### src/rtl/pin_select_pkg.sv
// constants for the system and timer unit 0 pin function select block
// Summary of operation
// - debug select 1 high (reset) gives test reset and data-in pins to debug
// - bit 16 high (reset) gives test clock, mode and data-out pins to debug
// - reserved bits read zero; software writes zero to them
// - bit 13 high drives usb1 pull-up control onto its pin
// - bit 9 high drives usb0 pull-up control onto its pin
// - sub clock output field 00 off, 01..11 pin positions 0..2
// - rtc clock output field 00 off, 01..11 pin positions 0..2
// - oscillator output field 00 off, 01..11 pin positions 0..2
// - bit 0 high uses the nmi input pin
// - registers survive deep standby reset; only ordinary reset clears them
// - internal nmi held high while pin not assigned to nmi
// - switching to nmi with pin low gives falling edge and nmi request
// - capture 3 source: pins 0..2, serial 3/7 sync, 110 barred, 111 trim
// - capture 2..0 source: pins 0..2, serial n / n+4 sync, 11x barred
// - free-run clock source: 00/01 pin 0, 10 pin 1, 11 pin 2
// - shutdown input source: 00/01 pin 0, 10 pin 1, 11 pin 2
// - ignition trigger: 0 pin position 0, 1 pin position 1
// - bit 12 high lets shutdown flag switch waves 00..05 to gpio
// - wave 05..03 enable: 00 off, 01 pin 0, 10 pin 1, 11 barred
// - wave 02 enable decodes the same way
package pin_select_pkg;
  localparam logic [11:0] SYS_SEL_OFFSET   = 12'h000;
  localparam logic [11:0] TMR_SEL_OFFSET   = 12'h004;
  localparam logic [31:0] SYS_SEL_RESET    = 32'h00030000;
  localparam logic [31:0] TMR_SEL_RESET    = 32'h00000000;
  // writable bits; all others reserved and read zero
  localparam logic [31:0] SYS_SEL_MASK     = 32'h000322F7;
  localparam logic [31:0] TMR_SEL_MASK     = 32'hFFFF3FF0;
  localparam int DBG1_BIT    = 17;
  localparam int DBG0_BIT    = 16;
  localparam int USB1_BIT    = 13;
  localparam int USB0_BIT    = 9;
  localparam int SUBOUT_LSB  = 6;
  localparam int RTCOUT_LSB  = 4;
  localparam int OSCOUT_LSB  = 1;
  localparam int NMI_BIT     = 0;
  localparam int CAP3_LSB    = 29;
  localparam int CAP2_LSB    = 26;
  localparam int CAP1_LSB    = 23;
  localparam int CAP0_LSB    = 20;
  localparam int FRCK_LSB    = 18;
  localparam int SHDN_LSB    = 16;
  localparam int IGN_BIT     = 13;
  localparam int SHGPIO_BIT  = 12;
  localparam int WAVE5_LSB   = 10;
  localparam int WAVE2_LSB   = 4;
  localparam logic [1:0] AXI_OKAY   = 2'h0;
  localparam logic [1:0] AXI_SLVERR = 2'h2;
endpackage

### src/rtl/pin_select.sv
// pin function select registers with axi4-lite slave and routing
//
// The AXI4-Lite register port and the address map were decided locally.
`timescale 1ns/1ps
module pin_select (
  input  wire logic        aclk,
  input  wire logic        aresetn,
  input  wire logic [11:0] s_axi_awaddr,
  input  wire logic        s_axi_awvalid,
  output logic             s_axi_awready,
  input  wire logic [31:0] s_axi_wdata,
  input  wire logic [3:0]  s_axi_wstrb,
  input  wire logic        s_axi_wvalid,
  output logic             s_axi_wready,
  output logic [1:0]       s_axi_bresp,
  output logic             s_axi_bvalid,
  input  wire logic        s_axi_bready,
  input  wire logic [11:0] s_axi_araddr,
  input  wire logic        s_axi_arvalid,
  output logic             s_axi_arready,
  output logic [31:0]      s_axi_rdata,
  output logic [1:0]       s_axi_rresp,
  output logic             s_axi_rvalid,
  input  wire logic        s_axi_rready,
  input  wire logic        nmi_input_pin,
  input  wire logic [2:0]  cap3_pin,
  input  wire logic [2:0]  cap2_pin,
  input  wire logic [2:0]  cap1_pin,
  input  wire logic [2:0]  cap0_pin,
  input  wire logic [7:0]  serial_sync_signal,
  input  wire logic        oscillator_trim_signal,
  input  wire logic [2:0]  freerun_clock_pin,
  input  wire logic [2:0]  shutdown_pin,
  input  wire logic [1:0]  ignition_pin,
  input  wire logic        shutdown_flag,
  output logic             dbg_trst_tdi_en,
  output logic             dbg_tck_tms_tdo_en,
  output logic             usb1_pullup_out_en,
  output logic             usb0_pullup_out_en,
  output logic [2:0]       subclock_out_en,
  output logic [2:0]       rtc_clock_out_en,
  output logic [2:0]       osc_out_en,
  output logic             nmi_internal,
  output logic             nmi_request,
  output logic [3:0]       capture_in,
  output logic             freerun_clock_in,
  output logic             waveform_shutdown_input,
  output logic             ignition_trigger_in,
  output logic [7:0]       wave_out_en,
  output logic             wave_gpio_switch
);

  logic [31:0] sys_q;
  logic [31:0] tmr_q;
  logic        aw_hold_q;
  logic        w_hold_q;
  logic [11:0] awaddr_q;
  logic [31:0] wdata_q;
  logic [3:0]  wstrb_q;
  logic        nmi_s1_q;
  logic        nmi_s2_q;
  logic        nmi_prev_q;
  logic [3:0]  cap_s1_q;
  logic [3:0]  cap_s2_q;
  logic [2:0]  misc_s1_q;
  logic [2:0]  misc_s2_q;
  logic        shflag_s1_q;
  logic        shflag_s2_q;
  logic [3:0]  cap_d;
  logic        frck_d;
  logic        shdn_d;
  logic        ign_d;
  logic        nmi_d;
  logic        wr_go;

  // 3-way pin position decode of a 2-bit output select, 00 off
  function automatic logic [2:0] out3(input logic [1:0] code);
    logic [2:0] r;
    r = 3'h0;
    if (code != 2'h0) begin
      r[code - 2'h1] = 1'b1;
    end
    return r;
  endfunction

  // 2-bit input select, 00/01 pin 0, 10 pin 1, 11 pin 2
  function automatic logic pick3(input logic [1:0] code,
                                 input logic [2:0] pins);
    logic r;
    r = pins[0];
    case (code)
      2'h2:    r = pins[1];
      2'h3:    r = pins[2];
      default: r = pins[0];
    endcase
    return r;
  endfunction

  // merge write data into a register under byte strobes and writable mask
  function automatic logic [31:0] merge(input logic [31:0] old,
                                        input logic [31:0] data,
                                        input logic [3:0]  strb,
                                        input logic [31:0] mask);
    logic [31:0] r;
    r = old;
    for (int b = 0; b < 4; b++) begin
      if (strb[b]) begin
        r[b*8 +: 8] = data[b*8 +: 8];
      end
    end
    return r & mask;
  endfunction

  assign wr_go = aw_hold_q && w_hold_q && !s_axi_bvalid;

  // write address and data captured independently, either order
  always_ff @(posedge aclk) begin
    if (!aresetn) begin
      aw_hold_q     <= 1'b0;
      w_hold_q      <= 1'b0;
      s_axi_awready <= 1'b0;
      s_axi_wready  <= 1'b0;
      awaddr_q      <= 12'h000;
      wdata_q       <= 32'h00000000;
      wstrb_q       <= 4'h0;
    end else begin
      s_axi_awready <= !aw_hold_q && !s_axi_awready && s_axi_awvalid;
      s_axi_wready  <= !w_hold_q && !s_axi_wready && s_axi_wvalid;
      if (s_axi_awvalid && s_axi_awready) begin
        aw_hold_q <= 1'b1;
        awaddr_q  <= s_axi_awaddr;
      end else if (wr_go) begin
        aw_hold_q <= 1'b0;
      end
      if (s_axi_wvalid && s_axi_wready) begin
        w_hold_q <= 1'b1;
        wdata_q  <= s_axi_wdata;
        wstrb_q  <= s_axi_wstrb;
      end else if (wr_go) begin
        w_hold_q <= 1'b0;
      end
    end
  end

  // register update; only the ordinary reset clears them
  always_ff @(posedge aclk) begin
    if (!aresetn) begin
      sys_q <= pin_select_pkg::SYS_SEL_RESET;
      tmr_q <= pin_select_pkg::TMR_SEL_RESET;
    end else if (wr_go) begin
      if (awaddr_q[11:2] == pin_select_pkg::SYS_SEL_OFFSET[11:2]) begin
        sys_q <= merge(sys_q, wdata_q, wstrb_q,
                       pin_select_pkg::SYS_SEL_MASK);
      end
      if (awaddr_q[11:2] == pin_select_pkg::TMR_SEL_OFFSET[11:2]) begin
        tmr_q <= merge(tmr_q, wdata_q, wstrb_q,
                       pin_select_pkg::TMR_SEL_MASK);
      end
    end
  end

  // write response, slverr on unmapped address
  always_ff @(posedge aclk) begin
    if (!aresetn) begin
      s_axi_bvalid <= 1'b0;
      s_axi_bresp  <= pin_select_pkg::AXI_OKAY;
    end else if (wr_go) begin
      s_axi_bvalid <= 1'b1;
      if (awaddr_q[11:2] == pin_select_pkg::SYS_SEL_OFFSET[11:2] ||
          awaddr_q[11:2] == pin_select_pkg::TMR_SEL_OFFSET[11:2]) begin
        s_axi_bresp <= pin_select_pkg::AXI_OKAY;
      end else begin
        s_axi_bresp <= pin_select_pkg::AXI_SLVERR;
      end
    end else if (s_axi_bready) begin
      s_axi_bvalid <= 1'b0;
    end
  end

  // read channel, one outstanding read
  always_ff @(posedge aclk) begin
    if (!aresetn) begin
      s_axi_arready <= 1'b0;
      s_axi_rvalid  <= 1'b0;
      s_axi_rdata   <= 32'h00000000;
      s_axi_rresp   <= pin_select_pkg::AXI_OKAY;
    end else begin
      s_axi_arready <= !s_axi_arready && !s_axi_rvalid && s_axi_arvalid;
      if (s_axi_arvalid && s_axi_arready) begin
        s_axi_rvalid <= 1'b1;
        s_axi_rresp  <= pin_select_pkg::AXI_OKAY;
        if (s_axi_araddr[11:2] == pin_select_pkg::SYS_SEL_OFFSET[11:2]) begin
          s_axi_rdata <= sys_q;
        end else if (s_axi_araddr[11:2] ==
                     pin_select_pkg::TMR_SEL_OFFSET[11:2]) begin
          s_axi_rdata <= tmr_q;
        end else begin
          s_axi_rdata <= 32'h00000000;
          s_axi_rresp <= pin_select_pkg::AXI_SLVERR;
        end
      end else if (s_axi_rready) begin
        s_axi_rvalid <= 1'b0;
      end
    end
  end

  // two-flop synchronisers for pin and peripheral inputs
  always_ff @(posedge aclk) begin
    if (!aresetn) begin
      nmi_s1_q    <= 1'b1;
      nmi_s2_q    <= 1'b1;
      cap_s1_q    <= 4'h0;
      cap_s2_q    <= 4'h0;
      misc_s1_q   <= 3'h0;
      misc_s2_q   <= 3'h0;
      shflag_s1_q <= 1'b0;
      shflag_s2_q <= 1'b0;
    end else begin
      nmi_s1_q    <= nmi_input_pin;
      nmi_s2_q    <= nmi_s1_q;
      cap_s1_q    <= cap_d;
      cap_s2_q    <= cap_s1_q;
      misc_s1_q   <= {frck_d, shdn_d, ign_d};
      misc_s2_q   <= misc_s1_q;
      shflag_s1_q <= shutdown_flag;
      shflag_s2_q <= shflag_s1_q;
    end
  end

  // input capture and timer input source selection (mux before sync)
  always_comb begin
    cap_d = 4'h0;
    for (int n = 0; n < 4; n++) begin
      logic [2:0] code;
      logic [2:0] pins;
      code = tmr_q[pin_select_pkg::CAP0_LSB + 3*n +: 3];
      pins = (n == 0) ? cap0_pin : (n == 1) ? cap1_pin :
             (n == 2) ? cap2_pin : cap3_pin;
      case (code)
        3'h0, 3'h1: cap_d[n] = pins[0];
        3'h2:       cap_d[n] = pins[1];
        3'h3:       cap_d[n] = pins[2];
        3'h4:       cap_d[n] = serial_sync_signal[n];
        3'h5:       cap_d[n] = serial_sync_signal[n + 4];
        3'h7:       cap_d[n] = (n == 3) ? oscillator_trim_signal : 1'b0;
        default:    cap_d[n] = 1'b0;
      endcase
    end
    frck_d = pick3(tmr_q[pin_select_pkg::FRCK_LSB +: 2],
                   freerun_clock_pin);
    shdn_d = pick3(tmr_q[pin_select_pkg::SHDN_LSB +: 2],
                   shutdown_pin);
    ign_d  = tmr_q[pin_select_pkg::IGN_BIT] ? ignition_pin[1]
                                            : ignition_pin[0];
    nmi_d  = sys_q[pin_select_pkg::NMI_BIT] ? nmi_s2_q : 1'b1;
  end

  // registered routing outputs
  always_ff @(posedge aclk) begin
    if (!aresetn) begin
      dbg_trst_tdi_en         <= 1'b1;
      dbg_tck_tms_tdo_en      <= 1'b1;
      usb1_pullup_out_en      <= 1'b0;
      usb0_pullup_out_en      <= 1'b0;
      subclock_out_en         <= 3'h0;
      rtc_clock_out_en        <= 3'h0;
      osc_out_en              <= 3'h0;
      capture_in              <= 4'h0;
      freerun_clock_in        <= 1'b0;
      waveform_shutdown_input <= 1'b1;
      ignition_trigger_in     <= 1'b0;
      wave_out_en             <= 8'h00;
      wave_gpio_switch        <= 1'b0;
    end else begin
      dbg_trst_tdi_en    <= sys_q[pin_select_pkg::DBG1_BIT];
      dbg_tck_tms_tdo_en <= sys_q[pin_select_pkg::DBG0_BIT];
      usb1_pullup_out_en <= sys_q[pin_select_pkg::USB1_BIT];
      usb0_pullup_out_en <= sys_q[pin_select_pkg::USB0_BIT];
      subclock_out_en  <= out3(sys_q[pin_select_pkg::SUBOUT_LSB +: 2]);
      rtc_clock_out_en <= out3(sys_q[pin_select_pkg::RTCOUT_LSB +: 2]);
      osc_out_en       <= out3(sys_q[pin_select_pkg::OSCOUT_LSB +: 2]);
      capture_in              <= cap_s2_q;
      freerun_clock_in        <= misc_s2_q[2];
      waveform_shutdown_input <= misc_s2_q[1];
      ignition_trigger_in     <= misc_s2_q[0];
      for (int w = 0; w < 4; w++) begin
        // bit pair per wave: [0] pin 0, [1] pin 1; 11 barred
        case (tmr_q[pin_select_pkg::WAVE2_LSB + 2*w +: 2])
          2'h1:    wave_out_en[2*w +: 2] <= 2'h1;
          2'h2:    wave_out_en[2*w +: 2] <= 2'h2;
          default: wave_out_en[2*w +: 2] <= 2'h0;
        endcase
      end
      wave_gpio_switch <= tmr_q[pin_select_pkg::SHGPIO_BIT] &&
                          shflag_s2_q;
    end
  end

  // internal nmi level and falling-edge request
  always_ff @(posedge aclk) begin
    if (!aresetn) begin
      nmi_prev_q   <= 1'b1;
      nmi_internal <= 1'b1;
      nmi_request  <= 1'b0;
    end else begin
      nmi_prev_q   <= nmi_d;
      nmi_internal <= nmi_d;
      nmi_request  <= nmi_prev_q && !nmi_d;
    end
  end

endmodule

### config.mk
export PLATFORM = sky130hd
export DESIGN_NAME = pin_select
export DESIGN_NICKNAME = d
export VERILOG_FILES = /design/src/rtl/pin_select_pkg.sv /design/src/rtl/pin_select.sv
export SDC_FILE = /design/constraint.sdc
export NUM_CORES = 1
export LEC_CHECK = 0
export CELL_PAD_IN_SITES_DETAIL_PLACEMENT = 1
export CELL_PAD_IN_SITES_GLOBAL_PLACEMENT = 2
export CORE_ASPECT_RATIO = 0.5
export CORE_MARGIN = 2
export CORE_UTILIZATION = 36
export DETAILED_ROUTE_END_ITERATION = 7
export DONT_BUFFER_PORTS = 1
export GPL_ROUTABILITY_DRIVEN = 0
export GPL_TIMING_DRIVEN = 1
export PLACE_DENSITY_LB_ADDON = 0.1
export RECOVER_POWER = 100
export SYNTH_ARGS = -nofsm -noshare
export SYNTH_HDL_FRONTEND = slang
export SYNTH_SLANG_ARGS = --single-unit
export TNS_END_PERCENT = 5
### constraint.sdc
create_clock -name aclk -period 2.3 [get_ports aclk]
set_clock_uncertainty 0.2 [all_clocks]
set_input_delay 0.115 -clock aclk [delete_from_list [all_inputs] [get_ports aclk]]
set_output_delay 0.115 -clock aclk [all_outputs]
set_load 0.1 [all_outputs]
# == After elaboration in Yosys (flattened, before gate mapping) ==
# Cells that the tools add are included.
# word_totals
regBits,177
word_cells,169
input_bits,98
output_inout_bits,72
# classes
magnitude_cmp,6
reduce_logical,52
eq_ne,35
n_mux,30
addsub,3
# ops
op,n
$mux W32,2
$eq A3 B3 Y1 const B,9
$eq A3 B2 Y1 const B,8
$reduce_and A3 Y1,7
$eq A10 B1 Y1 const B,2
$logic_not A10 Y1,2
$eq A2 B2 Y1 const B,8
$logic_and A1 B1 Y1,16
$pmux W2 S2,4
$pmux W1 S5,3
$reduce_bool A2 Y1,7
$eq A3 B1 Y1 const B,4
$logic_not A3 Y1,4
$mux W1,12
$lt A2 B3 Y1 const B,3
$eq A2 B1 Y1 const B,4
$logic_not A1 Y1,8
$reduce_or A2 Y1,4
$demux W1 S2,3
$ge A2 B1 Y1 const B,3
$mux W2,3
$pmux W1 S6,1
$reduce_and A2 Y1,3
$sub A2 B1 Y2 const B,3
2 further kinds,3

# == Logic depth before layout (Yosys ltp) ==
# logic_depth
ltp_word,5
mapped_depth,5

# == Least setup slack after synthesis ==
# No wires, ideal clock.
# synth_path
kind,register to register
startpoint,register s_axi_bvalid
endpoint,register sys_q[1]
setup_slack_ps,-64
arrival_ps,2045
path_stages_with_launch,5
path_buffers,1
path_cell_list,dfxtp_1 -> nand3b_1 -> or4_4 -> buf_6 -> mux2i_1
# synth_between
elab_chain_cells,3
# synth_rtl
element,line_no,rtl
from (decl),pin_select.sv:16,"output logic s_axi_bvalid,"
from (signal assigned),pin_select.sv:165,s_axi_bvalid <= 1'b0;
from (signal assigned),pin_select.sv:168,s_axi_bvalid <= 1'b1;
from (signal assigned),pin_select.sv:176,s_axi_bvalid <= 1'b0;
$logic_not A1 Y1,pin_select.sv:114,assign wr_go = aw_hold_q && w_hold_q && !s_axi_bvalid;
$logic_and A1 B1 Y1,pin_select.sv:114,
$reduce_and A3 Y1 (no source line),--,
to (signal assigned),pin_select.sv:148,sys_q <= pin_select_pkg::SYS_SEL_RESET;
to (signal assigned),pin_select.sv:152,"sys_q <= merge(sys_q, wdata_q, wstrb_q,"
to (decl),pin_select.sv:53,logic [31:0] sys_q;
# No other way between the ends.
# A chain may end at the register's enable or synchronous reset.

# == Worst setup path in the final report ==
# layout_path
startpoint,register awaddr_q[10]
endpoint,register tmr_q[13]
# layout_between
elab_chain_cells,2
# layout_rtl
element,line_no,rtl
from (decl),pin_select.sv:57,logic [11:0] awaddr_q;
from (signal assigned),pin_select.sv:131,awaddr_q <= s_axi_awaddr;
$eq A10 B1 Y1,pin_select.sv:155,if (awaddr_q[11:2] == pin_select_pkg::TMR_SEL_OFFSET[11:2]) begin
$reduce_and A3 Y1 (no source line),--,
to (signal assigned),pin_select.sv:149,tmr_q <= pin_select_pkg::TMR_SEL_RESET;
to (signal assigned),pin_select.sv:156,"tmr_q <= merge(tmr_q, wdata_q, wstrb_q,"
to (decl),pin_select.sv:54,logic [31:0] tmr_q;
# No other way between the ends.

==> results.toml <==
[drt]
first_iter_violations = 134
wl_per_cell_um = 15.7
viasPerCell = 4.69
vias = 4873
post-route-drc-count = 0
antenna_left = 0
drtPass1Iterations = 4
wirelength_um = 16300

[grt]
grt_pass1_wl_um = 26000
grt_pass1_vias = 5036
track_usage_pct = 18.9
grt_max_degree = 102
antenna_found_initial = 0
grt_overflow = 0

[critical_path]
crit_chain = "or4_4, nor4_4, clkbuf_1, mux2i_1"
crit_required_ns = 2.43
critical_path_depth = 4
rr_endpoint = "tmr_q[13]"
critPathTopFamily = "simple AND/OR/NAND/NOR gates"
startpoint = "awaddr_q[10]"
reg2reg_from = "awaddr_q[10]"
reg2regPathDepth = 4
crit_path_end_kind = "flip-flop"
critPathBufInv = 1
critical-path-slowest-cell = "or4_4"
start_kind = "flip-flop"
slowest_delay_ns = 0.63
cp.arrival_ns = 2.34
timing.reg2reg.setup_slack_ns = 0.09
critPathCapture = "tmr_q[13]"
criticalPathCategory = "reg -> reg"
crit_fanout = 8

[power]
p_per_area_nw_per_um2 = 808
peakVddDrop_v = 0.000544
cellLeakagePower_uw = 0.00291
power_uw = 6400

[logic_synthesis]
synth_edf_count = 0
ys_ff_latch = 167
syn_inst = 656
synth_cell_type_count = 35
yosysWarnings = 0
synth_compound_area_share_pct = 8.41
ys_seq_area_share_pct = 55.9
synth_top_family_by_area = "simple AND/OR/NAND/NOR gates"
syn_area_sq_um = 5980
ys_async_sr_fraction_pct = 0
muxShareOfSynthArea_pct = 9.27
synth_xor_area_share_pct = 0
synth_simple_gate_area_share_pct = 22.4
syn_avg_cell_area_sq_um = 9.12
ys.flop_type = "dfxtp_1"
synthAdderAreaFrac_pct = 0

[floorplanning]
die_x_um = 186
core_area_sq_um = 16300
start_util_pct = 36.7
ios = 170
num_rows = 33
die_h_um = 95.2
die_area_sq_um = 17700

[sta]
max_clock_freq_ghz = 0.452
setup_viol = 0
fin_hold_ws_ns = 0.0304
finalHoldViolations = 0
relSlewSlack_pct = 16.2
post-route-period-util_pct = 96.2
rsz0062_at_grt = "yes"
slew_viol_final = 0
tightest_slew_ns = 1.26
min_period_ns = 2.21

[clock_network]
clock_sinks = 167
clkTransAtPathRegs_ns = 0.07
clock-root-buffer = "clkbuf_16"
cts_tree = "yes"
insertion_delay_ns = 0.42
post_cts_buffers = 0
cts_buffers = 17
htree_levels = 4
clockBufferDepth = 2

[run]
max_cap_violations = 0

[cells_and_area]
area.growth.synth_to_final_pct = 32.3
num-nets-final = 896
post-route-util_pct = 48.5
diodes = 0
fin_cells = 1038
drive_gt1_share_pct = 8.63

[place]
placedCellCount = 923
io_buffers = 0
dp.final_hpwl_um = 10200

[min_path]
min_path_type = "in -> reg"

[status]
status = "finished, final reports clean"
==> synth_stat cells, types with 5 or more instances <==
cell type	number	area, sq um
nand3b_1	6	45.0
buf_1	5	18.8
nor3b_1	8	60.1
a21oi_1	46	230
mux2i_1	52	521
and2_1	18	113
nand2b_1	11	68.8
dfxtp_1	167	3340
buf_4	6	45.0
clkbuf_1	29	109
nor2_1	18	67.6
nand2_1	203	762
a211oi_1	6	45.0
inv_1	7	26.3
o21ai_0	32	160
==> placed cells by master (no fill, tap or decap), types with 2 or more instances in the layout <==
| cell type | instances |
|---|---|
| a211oi_1 | 6 |
| a21oi_1 | 46 |
| and2_1 | 18 |
| and3_1 | 4 |
| buf_4 | 8 |
| bufinv_16 | 3 |
| clkbuf_1 | 57 |
| clkbuf_16 | 17 |
| clkbuf_2 | 12 |
| clkbuf_8 | 2 |
| clkinv_4 | 3 |
| clkinvlp_4 | 3 |
| conb_1 | 5 |
| dfxtp_1 | 166 |
| dlygate4sd3_1 | 81 |
| inv_1 | 7 |
| inv_6 | 3 |
| mux2_2 | 3 |
| mux2i_1 | 52 |
| nand2_1 | 203 |
| nand2b_1 | 11 |
| nand3b_1 | 6 |
| nor2_1 | 18 |
| nor3_1 | 4 |
| nor3b_1 | 8 |
| nor4_1 | 3 |
| nor4_4 | 3 |
| o21a_1 | 4 |
| o21ai_0 | 32 |
| or3b_2 | 3 |
| or4_1 | 2 |
| or4_4 | 3 |
==> repair_timing <==
| action | 4_1_cts | 5_1_grt |
|---|---|---|
| resized for setup | 0 | 1 |
| endpoints found under the hold margin | 162 | 0 |
| hold buffers | 83 | 0 |
| endpoints found under the setup margin | 0 | 13 |
==> flip-flops by register name, summed over array words and instances (netlist names), 3 cells and up <==
signal            count
osc_out_en            3
tmr_q                26
rtc_clock_out_en      3
wave_out_en           8
capture_in            4
cap_s1_q              4
sys_q                11
s_axi_rdata          29
subclock_out_en       3
wstrb_q               4
awaddr_q             10
wdata_q              29
misc_s1_q             3
misc_s2_q             3
cap_s2_q              4
==> through the flow <==
stage          setup slack (ns)  area [sq um]  setup TNS [ns]
3_3_place_gp              0.109          6680               0
2_1_floorplan            0.0795          6000               0
5_1_grt                 -0.0382          7910         -0.0667
6_report                 0.0875          7910               0
4_1_cts                  0.0128          8160               0
3_5_place_dp             0.0582          6680               0
==> power by group <==
group | leakage (uW) | internal, uW | switching (uW)
registers | 0.00135 | 2940 | 23.4
logic | 0.00126 | 163 | 271
clock network | 0.000297 | 1780 | 1220
==> cell families (layout without fill, tap and decap cells) <==
logic type,after synthesis,in the layout
AND/OR/NAND/NOR,289,289
multiplexers,55,55
flip-flops,167,167
buffers and inverters,51,202
other,1,5
AO/OA/AOI/OAI,93,93
==> how the worst min path moves through the flow <==
stage	from	depth (start not counted)	to	slack (ns)
finish	aresetn	3	s_axi_rdata[7]	0.03
floorplan	nmi_input_pin	1	nmi_s1_q	0.02
CTS	aresetn	3	s_axi_rdata[1]	0.005
global route	aresetn	3	s_axi_rdata[13]	0.03
detailed placement	aresetn	1	waveform_shutdown_input	0.006
global placement	aresetn	1	nmi_s2_q	0.007
==> per-layer routing <==
metal | track usage (%) | share of wire, %
met1 | 22.7 | 47
met2 | 34.0 | 49
met3 | 4.86 | 3.7
met4 | 5.07 | 0.78
met5 | 0 | 0
==> layout make-up <==
cell class	count	area (sq um)
tap	227	284
clock buffer	19	453
clock inverter	13	170
inverter	8	30.0
sequential	167	3340
timing repair buffer	162	1200
multi-input combinational	442	2430
fill	1914	8400
==> worst reg2reg max path: stages, from the launching register on <==
cell and delay, ns:
dfxtp_1 0.31, or4_4 0.63, nor4_4 0.29, clkbuf_1 0.41, mux2i_1 0.29
Power figures use the tool's default switching activity.
